[config.mk]
export PLATFORM = sky130hd
export DESIGN_NAME = pgc_port_config
export DESIGN_NICKNAME = d
export VERILOG_FILES = /design/src/core/pgc_pkg.sv /design/src/core/pgc_pin_cell.sv /design/src/core/pgc_port_config.sv
export SDC_FILE = /design/constraint.sdc
export NUM_CORES = 1
export LEC_CHECK = 0
export ABC_AREA = 1
export BUFFER_PORTS_ARGS = -buffer_cell sky130_fd_sc_hd__buf_2
export CORE_UTILIZATION = 50
export DETAILED_ROUTE_END_ITERATION = 6
export PLACE_DENSITY = 0.67
export SLEW_MARGIN = 20
export SYNTH_ARGS = -nofsm -noshare
export SYNTH_HDL_FRONTEND = slang
export SYNTH_SLANG_ARGS = --single-unit
[constraint.sdc]
create_clock -name clock -period 2.2 [get_ports clock]
set_clock_uncertainty 0.2 [all_clocks]
set_input_delay 0.22 -clock clock [delete_from_list [all_inputs] [get_ports clock]]
set_output_delay 0.22 -clock clock [all_outputs]
set_load 0.005 [all_outputs]
[src/core/pgc_pkg.sv]
/*
 * Package for the port pin configuration block: sub-register addresses,
 * host-port selectors, reset values, pin positions and the packed state
 * and carrier structs.
 * Assumes a single 100 MHz system clock and an asynchronous active-low reset.
 */
package pgc_pkg;

    // ------------------------------------------------------------------
    // Geometry
    // ------------------------------------------------------------------
    localparam int NPORT = 3;
    localparam int WIDTH = 8;
    localparam int NPIN  = NPORT * WIDTH;

    // ------------------------------------------------------------------
    // Host port selectors (which register the access goes to)
    // ------------------------------------------------------------------
    localparam logic [1:0] SEL_ADDR = 2'h0;   // Port address register
    localparam logic [1:0] SEL_CTRL = 2'h1;   // Port control register
    localparam logic [1:0] SEL_IN   = 2'h2;   // Input data, read only
    localparam logic [1:0] SEL_OUT  = 2'h3;   // Output data

    // ------------------------------------------------------------------
    // Sub-register addresses held in the port address register
    // ------------------------------------------------------------------
    localparam logic [7:0] SUB_DIR    = 8'h01;
    localparam logic [7:0] SUB_ALT_EN = 8'h02;
    localparam logic [7:0] SUB_SMR    = 8'h05;
    localparam logic [7:0] SUB_PULLUP = 8'h06;
    localparam logic [7:0] SUB_SET_ONE = 8'h07;
    localparam logic [7:0] SUB_SET_TWO = 8'h08;

    // ------------------------------------------------------------------
    // Reset values
    // ------------------------------------------------------------------
    localparam logic [7:0] RST_ADDR   = 8'h00;
    localparam logic [7:0] RST_DIR    = 8'hFF;  // 1 = input
    localparam logic [7:0] RST_ALT_EN = 8'h00;
    localparam logic [7:0] RST_OUT    = 8'h00;
    localparam logic [7:0] RST_SMR    = 8'h00;
    localparam logic [7:0] RST_PULLUP = 8'h00;
    localparam logic [7:0] RST_SET_ONE = 8'h00;
    localparam logic [7:0] RST_SET_TWO = 8'h00;

    // ------------------------------------------------------------------
    // Pin positions
    // ------------------------------------------------------------------
    localparam int PORT_A      = 0;
    localparam int PORT_B      = 1;
    localparam int XTAL_PIN0   = 0;   // Crystal pin zero, port A
    localparam int XTAL_PIN1   = 1;   // Crystal pin one, port A
    localparam int PB_CLK_BIT  = 3;   // Port B bit three
    localparam int ANA_BITS    = 6;   // Port B bits 0..5 analog

    // ------------------------------------------------------------------
    // Carriers
    // ------------------------------------------------------------------
    typedef struct packed {
        logic       wr;
        logic       rd;
        logic [1:0] port;
        logic [1:0] sel;
        logic [7:0] wdata;
    } pgc_req_s;

    typedef struct packed {
        logic dir;
        logic out;
        logic alt;
        logic pu;
        logic smr;
        logic xtal;
    } pgc_pincfg_s;

    typedef struct packed {
        logic pin_o;
        logic oe;
        logic pu;
        logic in_bit;
        logic prev;
        logic wake;
    } pgc_cell_s;

    typedef struct packed {
        logic [NPORT-1:0][7:0] addr;
        logic [NPORT-1:0][7:0] dir;
        logic [NPORT-1:0][7:0] alt;
        logic [NPORT-1:0][7:0] out;
        logic [NPORT-1:0][7:0] smr;
        logic [NPORT-1:0][7:0] pu;
        logic [NPORT-1:0][7:0] set_one;
        logic [NPORT-1:0][7:0] set_two;
        logic [7:0]            rdata;
        logic                  rvalid;
        logic [ANA_BITS-1:0]   ana;
        logic                  clk_sel;
        logic                  recovery;
    } pgc_state_s;

endpackage

[src/core/pgc_pin_cell.sv]
/*
 * One port pin: output driver and enable, weak pull-up control, input
 * capture and stop-mode transition detection.
 * Assumes the pin input is synchronous to clock.
 */
`timescale 1ns/1ps
module pgc_pin_cell
(
    input  wire logic                clock,
    input  wire logic                resetn,
    input  wire pgc_pkg::pgc_pincfg_s cfg,
    input  wire logic                stop_mode,
    input  wire logic                pin_i,
    output logic                     pin_o,
    output logic                     pin_oe,
    output logic                     pull_en,
    output logic                     in_bit,
    output logic                     wake
);

    pgc_pkg::pgc_cell_s s_reg;
    pgc_pkg::pgc_cell_s s_next;

    // Next pin state
    always_comb
    begin
        s_next        = s_reg;
        s_next.pin_o  = cfg.out;
        s_next.oe     = ~cfg.dir & ~cfg.alt & ~cfg.xtal;
        s_next.pu     = cfg.pu & ~cfg.xtal;
        s_next.in_bit = cfg.xtal ? 1'b0 : pin_i;
        s_next.prev   = pin_i;
        s_next.wake   = stop_mode & cfg.smr & (pin_i ^ s_reg.prev);
    end

    // State register
    always_ff @(posedge clock or negedge resetn)
    begin
        if (!resetn)
        begin
            s_reg <= '0;
        end
        else
        begin
            s_reg <= s_next;
        end
    end

    // Outputs straight from flops
    assign pin_o   = s_reg.pin_o;
    assign pin_oe  = s_reg.oe;
    assign pull_en = s_reg.pu;
    assign in_bit  = s_reg.in_bit;
    assign wake    = s_reg.wake;

endmodule

[src/core/pgc_port_config.sv]
/*
 * Port pin configuration for three 8-bit ports: address and control
 * registers giving indirect access to per-pin sub-registers, crystal
 * override of port A, port B alternate-function decode and stop-mode
 * recovery detection.
 * Assumes host requests are synchronous single-cycle strobes and the
 * crystal enable and stop mode levels come from the clock controller.
 */
`timescale 1ns/1ps
module pgc_port_config
#(
    parameter bit EIGHT_PIN = 1'b0   // Clock input on crystal pin one
)
(
    input  wire logic                          clock,
    input  wire logic                          resetn,
    input  wire pgc_pkg::pgc_req_s             req,
    output logic [7:0]                         rdata,
    output logic                               rvalid,
    input  wire logic                          xtal_enable,
    input  wire logic                          stop_mode,
    input  wire logic [pgc_pkg::NPIN-1:0]      pin_i,
    output logic [pgc_pkg::NPIN-1:0]           pin_o,
    output logic [pgc_pkg::NPIN-1:0]           pin_oe,
    output logic [pgc_pkg::NPIN-1:0]           pull_en,
    output logic [pgc_pkg::ANA_BITS-1:0]       analog_sel,
    output logic                               external_clock_input_sel,
    output logic                               stop_recovery
);

    // ------------------------------------------------------------------
    // State
    // ------------------------------------------------------------------
    // Registered state, per-pin configuration and cell returns
    pgc_pkg::pgc_state_s         s_reg;
    pgc_pkg::pgc_state_s         s_next;
    pgc_pkg::pgc_pincfg_s        cfg [pgc_pkg::NPIN];
    logic [pgc_pkg::NPIN-1:0]    in_bits;
    logic [pgc_pkg::NPIN-1:0]    wakes;
    logic [1:0]                  p;
    logic                        port_ok;

    // Port 3 is not built: its writes drop and its reads give zero
    assign p       = req.port;
    assign port_ok = (int'(req.port) < pgc_pkg::NPORT);

    // ------------------------------------------------------------------
    // Per-pin configuration fan-out
    // ------------------------------------------------------------------
    // Pins run port-major: pin 8*port+bit
    genvar gi;
    generate
        for (gi = 0; gi < pgc_pkg::NPIN; gi++)
        begin : g_pin
            // Port, bit and crystal-pin flag of this pin
            localparam int PT = gi / pgc_pkg::WIDTH;
            localparam int BT = gi % pgc_pkg::WIDTH;
            localparam bit XP = (PT == pgc_pkg::PORT_A)
                                && ((BT == pgc_pkg::XTAL_PIN0)
                                || (BT == pgc_pkg::XTAL_PIN1));

            always_comb
            begin
                cfg[gi].dir  = s_reg.dir[PT][BT];
                cfg[gi].out  = s_reg.out[PT][BT];
                cfg[gi].alt  = s_reg.alt[PT][BT];
                cfg[gi].pu   = s_reg.pu[PT][BT];
                cfg[gi].smr  = s_reg.smr[PT][BT];
                cfg[gi].xtal = XP & xtal_enable;
            end

            // One cell per pin, its outputs straight from flops
            pgc_pin_cell u_cell
            (
                .clock     (clock),
                .resetn    (resetn),
                .cfg       (cfg[gi]),
                .stop_mode (stop_mode),
                .pin_i     (pin_i[gi]),
                .pin_o     (pin_o[gi]),
                .pin_oe    (pin_oe[gi]),
                .pull_en   (pull_en[gi]),
                .in_bit    (in_bits[gi]),
                .wake      (wakes[gi])
            );
        end
    endgenerate

    // ------------------------------------------------------------------
    // Register access and decode
    // ------------------------------------------------------------------

    // Next-state: writes, read mux, function decode
    always_comb
    begin
        s_next        = s_reg;
        s_next.rvalid = req.rd;
        // Read data is zero unless a read is taken
        s_next.rdata  = 8'h00;

        // Host writes
        if (req.wr && port_ok)
        begin
            case (req.sel)
                pgc_pkg::SEL_ADDR: s_next.addr[p] = req.wdata;
                pgc_pkg::SEL_OUT:  s_next.out[p]  = req.wdata;
                pgc_pkg::SEL_CTRL:
                begin
                    case (s_reg.addr[p])
                        pgc_pkg::SUB_DIR:    s_next.dir[p]  = req.wdata;
                        pgc_pkg::SUB_ALT_EN: s_next.alt[p]  = req.wdata;
                        pgc_pkg::SUB_SMR:    s_next.smr[p]  = req.wdata;
                        pgc_pkg::SUB_PULLUP: s_next.pu[p]   = req.wdata;
                        pgc_pkg::SUB_SET_ONE: s_next.set_one[p] = req.wdata;
                        pgc_pkg::SUB_SET_TWO: s_next.set_two[p] = req.wdata;
                        default:             s_next.rdata   = s_next.rdata;
                    endcase
                end
                default: s_next.rdata = s_next.rdata;  // Input port is read only
            endcase
        end

        // Host reads, from pre-write state
        if (req.rd && port_ok)
        begin
            case (req.sel)
                pgc_pkg::SEL_ADDR: s_next.rdata = s_reg.addr[p];
                pgc_pkg::SEL_OUT:  s_next.rdata = s_reg.out[p];
                pgc_pkg::SEL_IN:   s_next.rdata = in_bits[p*pgc_pkg::WIDTH +: pgc_pkg::WIDTH];
                pgc_pkg::SEL_CTRL:
                begin
                    case (s_reg.addr[p])
                        pgc_pkg::SUB_DIR:    s_next.rdata = s_reg.dir[p];
                        pgc_pkg::SUB_ALT_EN: s_next.rdata = s_reg.alt[p];
                        pgc_pkg::SUB_SMR:    s_next.rdata = s_reg.smr[p];
                        pgc_pkg::SUB_PULLUP: s_next.rdata = s_reg.pu[p];
                        pgc_pkg::SUB_SET_ONE: s_next.rdata = s_reg.set_one[p];
                        pgc_pkg::SUB_SET_TWO: s_next.rdata = s_reg.set_two[p];
                        default:             s_next.rdata = 8'h00;
                    endcase
                end
                default: s_next.rdata = 8'h00;
            endcase
        end

        s_next.ana = s_reg.alt[pgc_pkg::PORT_B][pgc_pkg::ANA_BITS-1:0]
                   & s_reg.set_one[pgc_pkg::PORT_B][pgc_pkg::ANA_BITS-1:0];

        if (EIGHT_PIN)
        begin
            s_next.clk_sel = s_reg.alt[pgc_pkg::PORT_A][pgc_pkg::XTAL_PIN1] & ~xtal_enable;
        end
        else
        begin
            s_next.clk_sel = s_reg.alt[pgc_pkg::PORT_B][pgc_pkg::PB_CLK_BIT]
                           & ~s_reg.set_one[pgc_pkg::PORT_B][pgc_pkg::PB_CLK_BIT];
        end

        s_next.recovery = |wakes;
    end

    // ------------------------------------------------------------------
    // State register
    // ------------------------------------------------------------------

    always_ff @(posedge clock or negedge resetn)
    begin
        if (!resetn)
        begin
            s_reg          <= '0;
            s_reg.addr     <= {pgc_pkg::NPORT{pgc_pkg::RST_ADDR}};
            s_reg.dir      <= {pgc_pkg::NPORT{pgc_pkg::RST_DIR}};
            s_reg.alt      <= {pgc_pkg::NPORT{pgc_pkg::RST_ALT_EN}};
            s_reg.out      <= {pgc_pkg::NPORT{pgc_pkg::RST_OUT}};
            s_reg.smr      <= {pgc_pkg::NPORT{pgc_pkg::RST_SMR}};
            s_reg.pu       <= {pgc_pkg::NPORT{pgc_pkg::RST_PULLUP}};
            s_reg.set_one  <= {pgc_pkg::NPORT{pgc_pkg::RST_SET_ONE}};
            s_reg.set_two  <= {pgc_pkg::NPORT{pgc_pkg::RST_SET_TWO}};
        end
        else
        begin
            s_reg <= s_next;
        end
    end

    // ------------------------------------------------------------------
    // Outputs
    // ------------------------------------------------------------------

    // Register-driven outputs
    assign rdata                    = s_reg.rdata;
    assign rvalid                   = s_reg.rvalid;
    assign analog_sel               = s_reg.ana;
    assign external_clock_input_sel = s_reg.clk_sel;
    assign stop_recovery            = s_reg.recovery;

endmodule

## Word-level counts from Yosys, hierarchy flattened

Index checks and enable logic that the tools add are counted.
Widths: inputs -> output; s select.

- Flip-flop bits (word level): 331
- Input bits: 42
- Output and inout port bits: 89

- Order comparisons: 3
- Equal/unequal tests: 9
- Shift-type cells: 1
- Multiplexer cells: 31
- Bitwise gates (word level): 152
- Reduce and logical (&&, ||, !) cells: 13

Operator list:

| kind | number |
|---|---|
| $bwmux 24 | 8 |
| $bmux 8 s2 | 8 |
| $mux 8 | 10 |
| $and 1x1->1 | 77 |
| $not 1->1 | 50 |
| $pmux 8 s6 | 1 |
| $pmux 8 s4 | 1 |
| $eq 8x3->1 const B | 3 |
| $reduce_or 24->1 | 1 |
| $shiftx 24x6->8 | 1 |
| $xor 1x1->1 | 24 |
| $reduce_and 3->1 | 6 |
| $demux 8 s2 | 1 |
| $eq 8x1->1 const B | 1 |
| $eq 8x2->1 const B | 1 |
| $eq 8x4->1 const B | 1 |
| $and 6x6->6 | 1 |
| $eq 2x2->1 const B | 2 |
| $reduce_and 2->1 | 2 |
| $logic_and 1x1->1 | 3 |
| $lt 2x3->1 const B | 1 |
| $eq 2x1->1 const B | 1 |
| $ge 2x1->1 const B | 1 |
| $logic_not 2->1 | 1 |
| other kinds (2) | 3 |

## Depth between registers and ports, before layout

- Depth after elaboration: 6
- Mapped depth: 14

## By module

Synthesis repeated with hierarchy kept, for this count alone.

- Cells, all modules: 1623
- Area total of the unflattened synthesis: 14750.4 um2

Modules (own cells, without submodules):

| module | times used | cells each | area an instance (um2) | seq. area each (um2) |
|---|---|---|---|---|
| pgc_port_config | 1 | 1215 | 10065.9 | 5260.0 |
| pgc_pin_cell | 24 | 17 | 195.2 | 150.1 |

## Least setup slack after synthesis

OpenSTA, ideal clock, no wires.

- Kind: in2reg
- Start point: in req[10] (netlist bit)
- End point: reg s_reg[47] (netlist bit)
- Data arrival time: 1633 ps
- Required time: 1866 ps
- Path slack: 233 ps
- Cell stages on the path: 10
- Cell sequence: nor2_1 -> buf_4 -> nand2_1 -> nand3_1 -> nand2_2 -> nor4_4 -> nand3_2 -> buf_2 -> nand2_1 -> o21ai_1

- Longest elaborated chain between the ends: 5

Ends and longest elaborated chain:

| element | RTL line | RTL |
|---|---|---|
| start: declaration | pgc_port_config.sv:17 | `input wire pgc_pkg::pgc_req_s req,` |
| $lt 2x3->1 (not written as such) or $ge 2x1->1 (tied branches) | pgc_port_config.sv:114 | `pgc_pkg::SUB_SET_ONE: s_next.set_one[p] = req.wdata;` |
| $logic_and 1x1->1 (not written as such) | pgc_port_config.sv:114 |  |
| $mux 8 (not written as such) | pgc_port_config.sv:114 |  |
| $demux 8 s2 | pgc_port_config.sv:114 |  |
| $bwmux 24 | pgc_port_config.sv:114 |  |
| end signal: assignment | pgc_port_config.sv:182 | `s_reg <= s_next;` |
| end: declaration | pgc_port_config.sv:35 | `pgc_pkg::pgc_state_s s_reg;` |

Parallel ways exist; a longest one is shown, timed or not. The select of a mux whose other input is x is not followed.
A chain may end at the register's enable or synchronous reset.

==> impl_metrics.ini <==
[sta]
slew_headroom = 0.356
setup_viol = 0
fmax_mhz = 476
fin_crit_ps = 2100
setup_slack_ps = 97.5
hold_violations = 0
tightest_slew_ps = 962
timing.final.max_slew_violations = 0
fin_crit_sh = 0.956
final.setup.tns_ps = 0

[grt]
grt_usage = 0.256
grt-busiest-layer = met2
grt_pass1_wl_um = 55500
grt_util_met3 = 0.0479
antenna_found_initial = 0
grt_max_degree = 90
use_met1 = 0.364
met2_usage = 0.395
grt_pass1_vias = 9988
gr-total-overflow = 0

[min_path]
hp-class = input pin to flip-flop

[clock_network]
cts_tree = done
cts_buffer_depth = 3
cts_num_sinks = 331
insertion_delay_ps = 510
cts_htree_levels = 2
cts_root_buffer = clkbuf_16
numCtsBuffers = 34
cts.clk_slew.worst_paths_ps = 60

[die]
die_h_um = 169
coreArea_um2 = 27100
dieArea_um2 = 28500
dieWidth_um = 169
pin_count = 131
rows = 60
start_util = 0.514

[route]
vias = 10700
first_iter_violations = 886
routedWlPerCell_um = 18.0
ant_nets = 0
dr.pass1.iters = 7
routed_wirelength_um = 35500
drc = 0
vias_per_cell = 5.39

[synth]
avgSynthCellArea_um2 = 9.38
syn-cell-area_um2 = 13900
async_flop_share = 1.00
ys_warn_count = 0
synth_cells = 1483
synth_seq_cells = 331
yosysSeqAreaShare = 0.597
dominantRegCellSynth = dfrtp_1
synth_edf_count = 0
synth_cell_types = 36
syn_nets = 1525

[finish]
layout.cells.non_filler = 1978
drive_above_1_share = 0.204
antennaDiodeCount = 0
layout_commonest_cell = nand2_1
nFillCells = 2269
largest_reg_flops = 120
final_cell_mix = nand2_1 (453), dfrtp_1 (307), buf_2 (129)
final_nets = 1624
syn2layout_area_growth_pct = 16.6
utilization = 0.599
fin_area_um2 = 16200

[power_and_ir_drop]
irDropWorstVdd_uv = 616
power_leakage_nw = 7.64
p_per_area_nw_per_um2 = 862

[run_status]
status = finished, final reports clean

[critical_path]
rrSetupSlack_ps = 100
startpoint_type = flip-flop
crit_type = flip-flop to flip-flop
setup.worst_path.end = rdata[5]$_DFF_PN0_
rr_worst_depth = 13
cp.required_ps = 2430
startpoint = s_reg[202]$_DFFE_PN0P_
end_kind = flip-flop
cp_data_arrival_time_ps = 2330
reg2reg_to = rdata[5]$_DFF_PN0_
r2r_start = s_reg[202]$_DFFE_PN0P_
cp_max_fo = 8

[placed_design]
dpl_worst_slack_ps = -158
placedCellCount = 1888
io_buffers = 130
globalplace.congestion = 0.901
dp_hpwl_um = 23700
place_area_um2 = 14800

[job]
cap_violations = 0
where the power goes:
part	internal, mW	leakage (nW)	switching (mW)	total, mW
logic	0.602	2.84	0.985	1.59
registers	6.58	4.27	0.274	6.85
clock network	3.26	0.528	2.29	5.55
metal layers:
layer	share of wire	vias to the layer above
met3	0.067	66
met5	0	-
met4	0.032	0
met2	0.46	381
li1	-	5021
met1	0.44	5197
worst max-delay path: stages (launching register included):
cell     delay, ps
dfrtp_1        390
nand3_1        110
nand2_1         70
nor2_2         170
nand2_2         90
buf_4          160
nor2_2         140
buf_6          150
nand3_1         70
o21ai_0        110
inv_1           80
nand2_1        100
nand2_1         60
a21oi_1        120
worst min path at each step:
stage | start | to | cells past startpoint
6_report | stop_mode | g_pin[4].u_cell.wake$_DFF_PN0_ | 3
5_1_grt | stop_mode | g_pin[7].u_cell.wake$_DFF_PN0_ | 3
4_1_cts | stop_mode | g_pin[4].u_cell.wake$_DFF_PN0_ | 3
3_5_place_dp | resetn | g_pin[13].u_cell.pull_en$_DFF_PN0_ | 1
3_3_place_gp | resetn | g_pin[13].u_cell.pull_en$_DFF_PN0_ | 1
2_1_floorplan | resetn | analog_sel[0]$_DFF_PN0_ | 0
synthesized netlist by cell type, types with 8 or more instances:
cell type | instances | area, µm²
nand2_1 | 454 | 1700
dfrtp_1 | 307 | 7680
o21ai_1 | 115 | 576
nand3_1 | 107 | 536
buf_4 | 88 | 661
o21ai_0 | 84 | 420
nor2_1 | 52 | 195
a21oi_1 | 42 | 210
clkbuf_1 | 38 | 143
inv_1 | 38 | 143
buf_2 | 31 | 155
o211ai_1 | 26 | 195
dfstp_2 | 24 | 631
nand3_2 | 18 | 180
o21ai_2 | 8 | 70.1
cell families (layout without fill, tap and decap cells):
kind of cell | Yosys count | count (layout) | synth area share
compound gates | 285 | 285 | 0.112
simple gates | 663 | 663 | 0.209
flops | 331 | 331 | 0.597
buf+inv | 204 | 327 | 0.0821
per-stage QoR:
stage | hold slack (ps) | power [mW]
final | 34.0 | 14.0
after global routing | 55.2 | 14.5
after CTS | 11.7 | 14.0
after detailed placement | -112 | 8.46
after global placement | -116 | 8.43
after floorplan | -276 | 7.87
final cells by class:
class                   count  area, µm²  area share
clock buffers              50        992      0.0611
clock inverters            10       87.6     0.00540
inverters                  43        161     0.00994
multi-input cells         948       4530       0.279
flip-flops and latches    331       8310       0.512
well taps                 372        465      0.0287
repair buffers            224       1680       0.103
what timing repair did:
item | in CTS | in global routing
buffers inserted | 0 | 1
hold buffers | 29 | 0
endpoints found under the setup margin | 0 | 76
resized for setup | 0 | 22
hold endpoints to repair | 370 | 0
No activity file was read; power rests on OpenSTA's default activity.
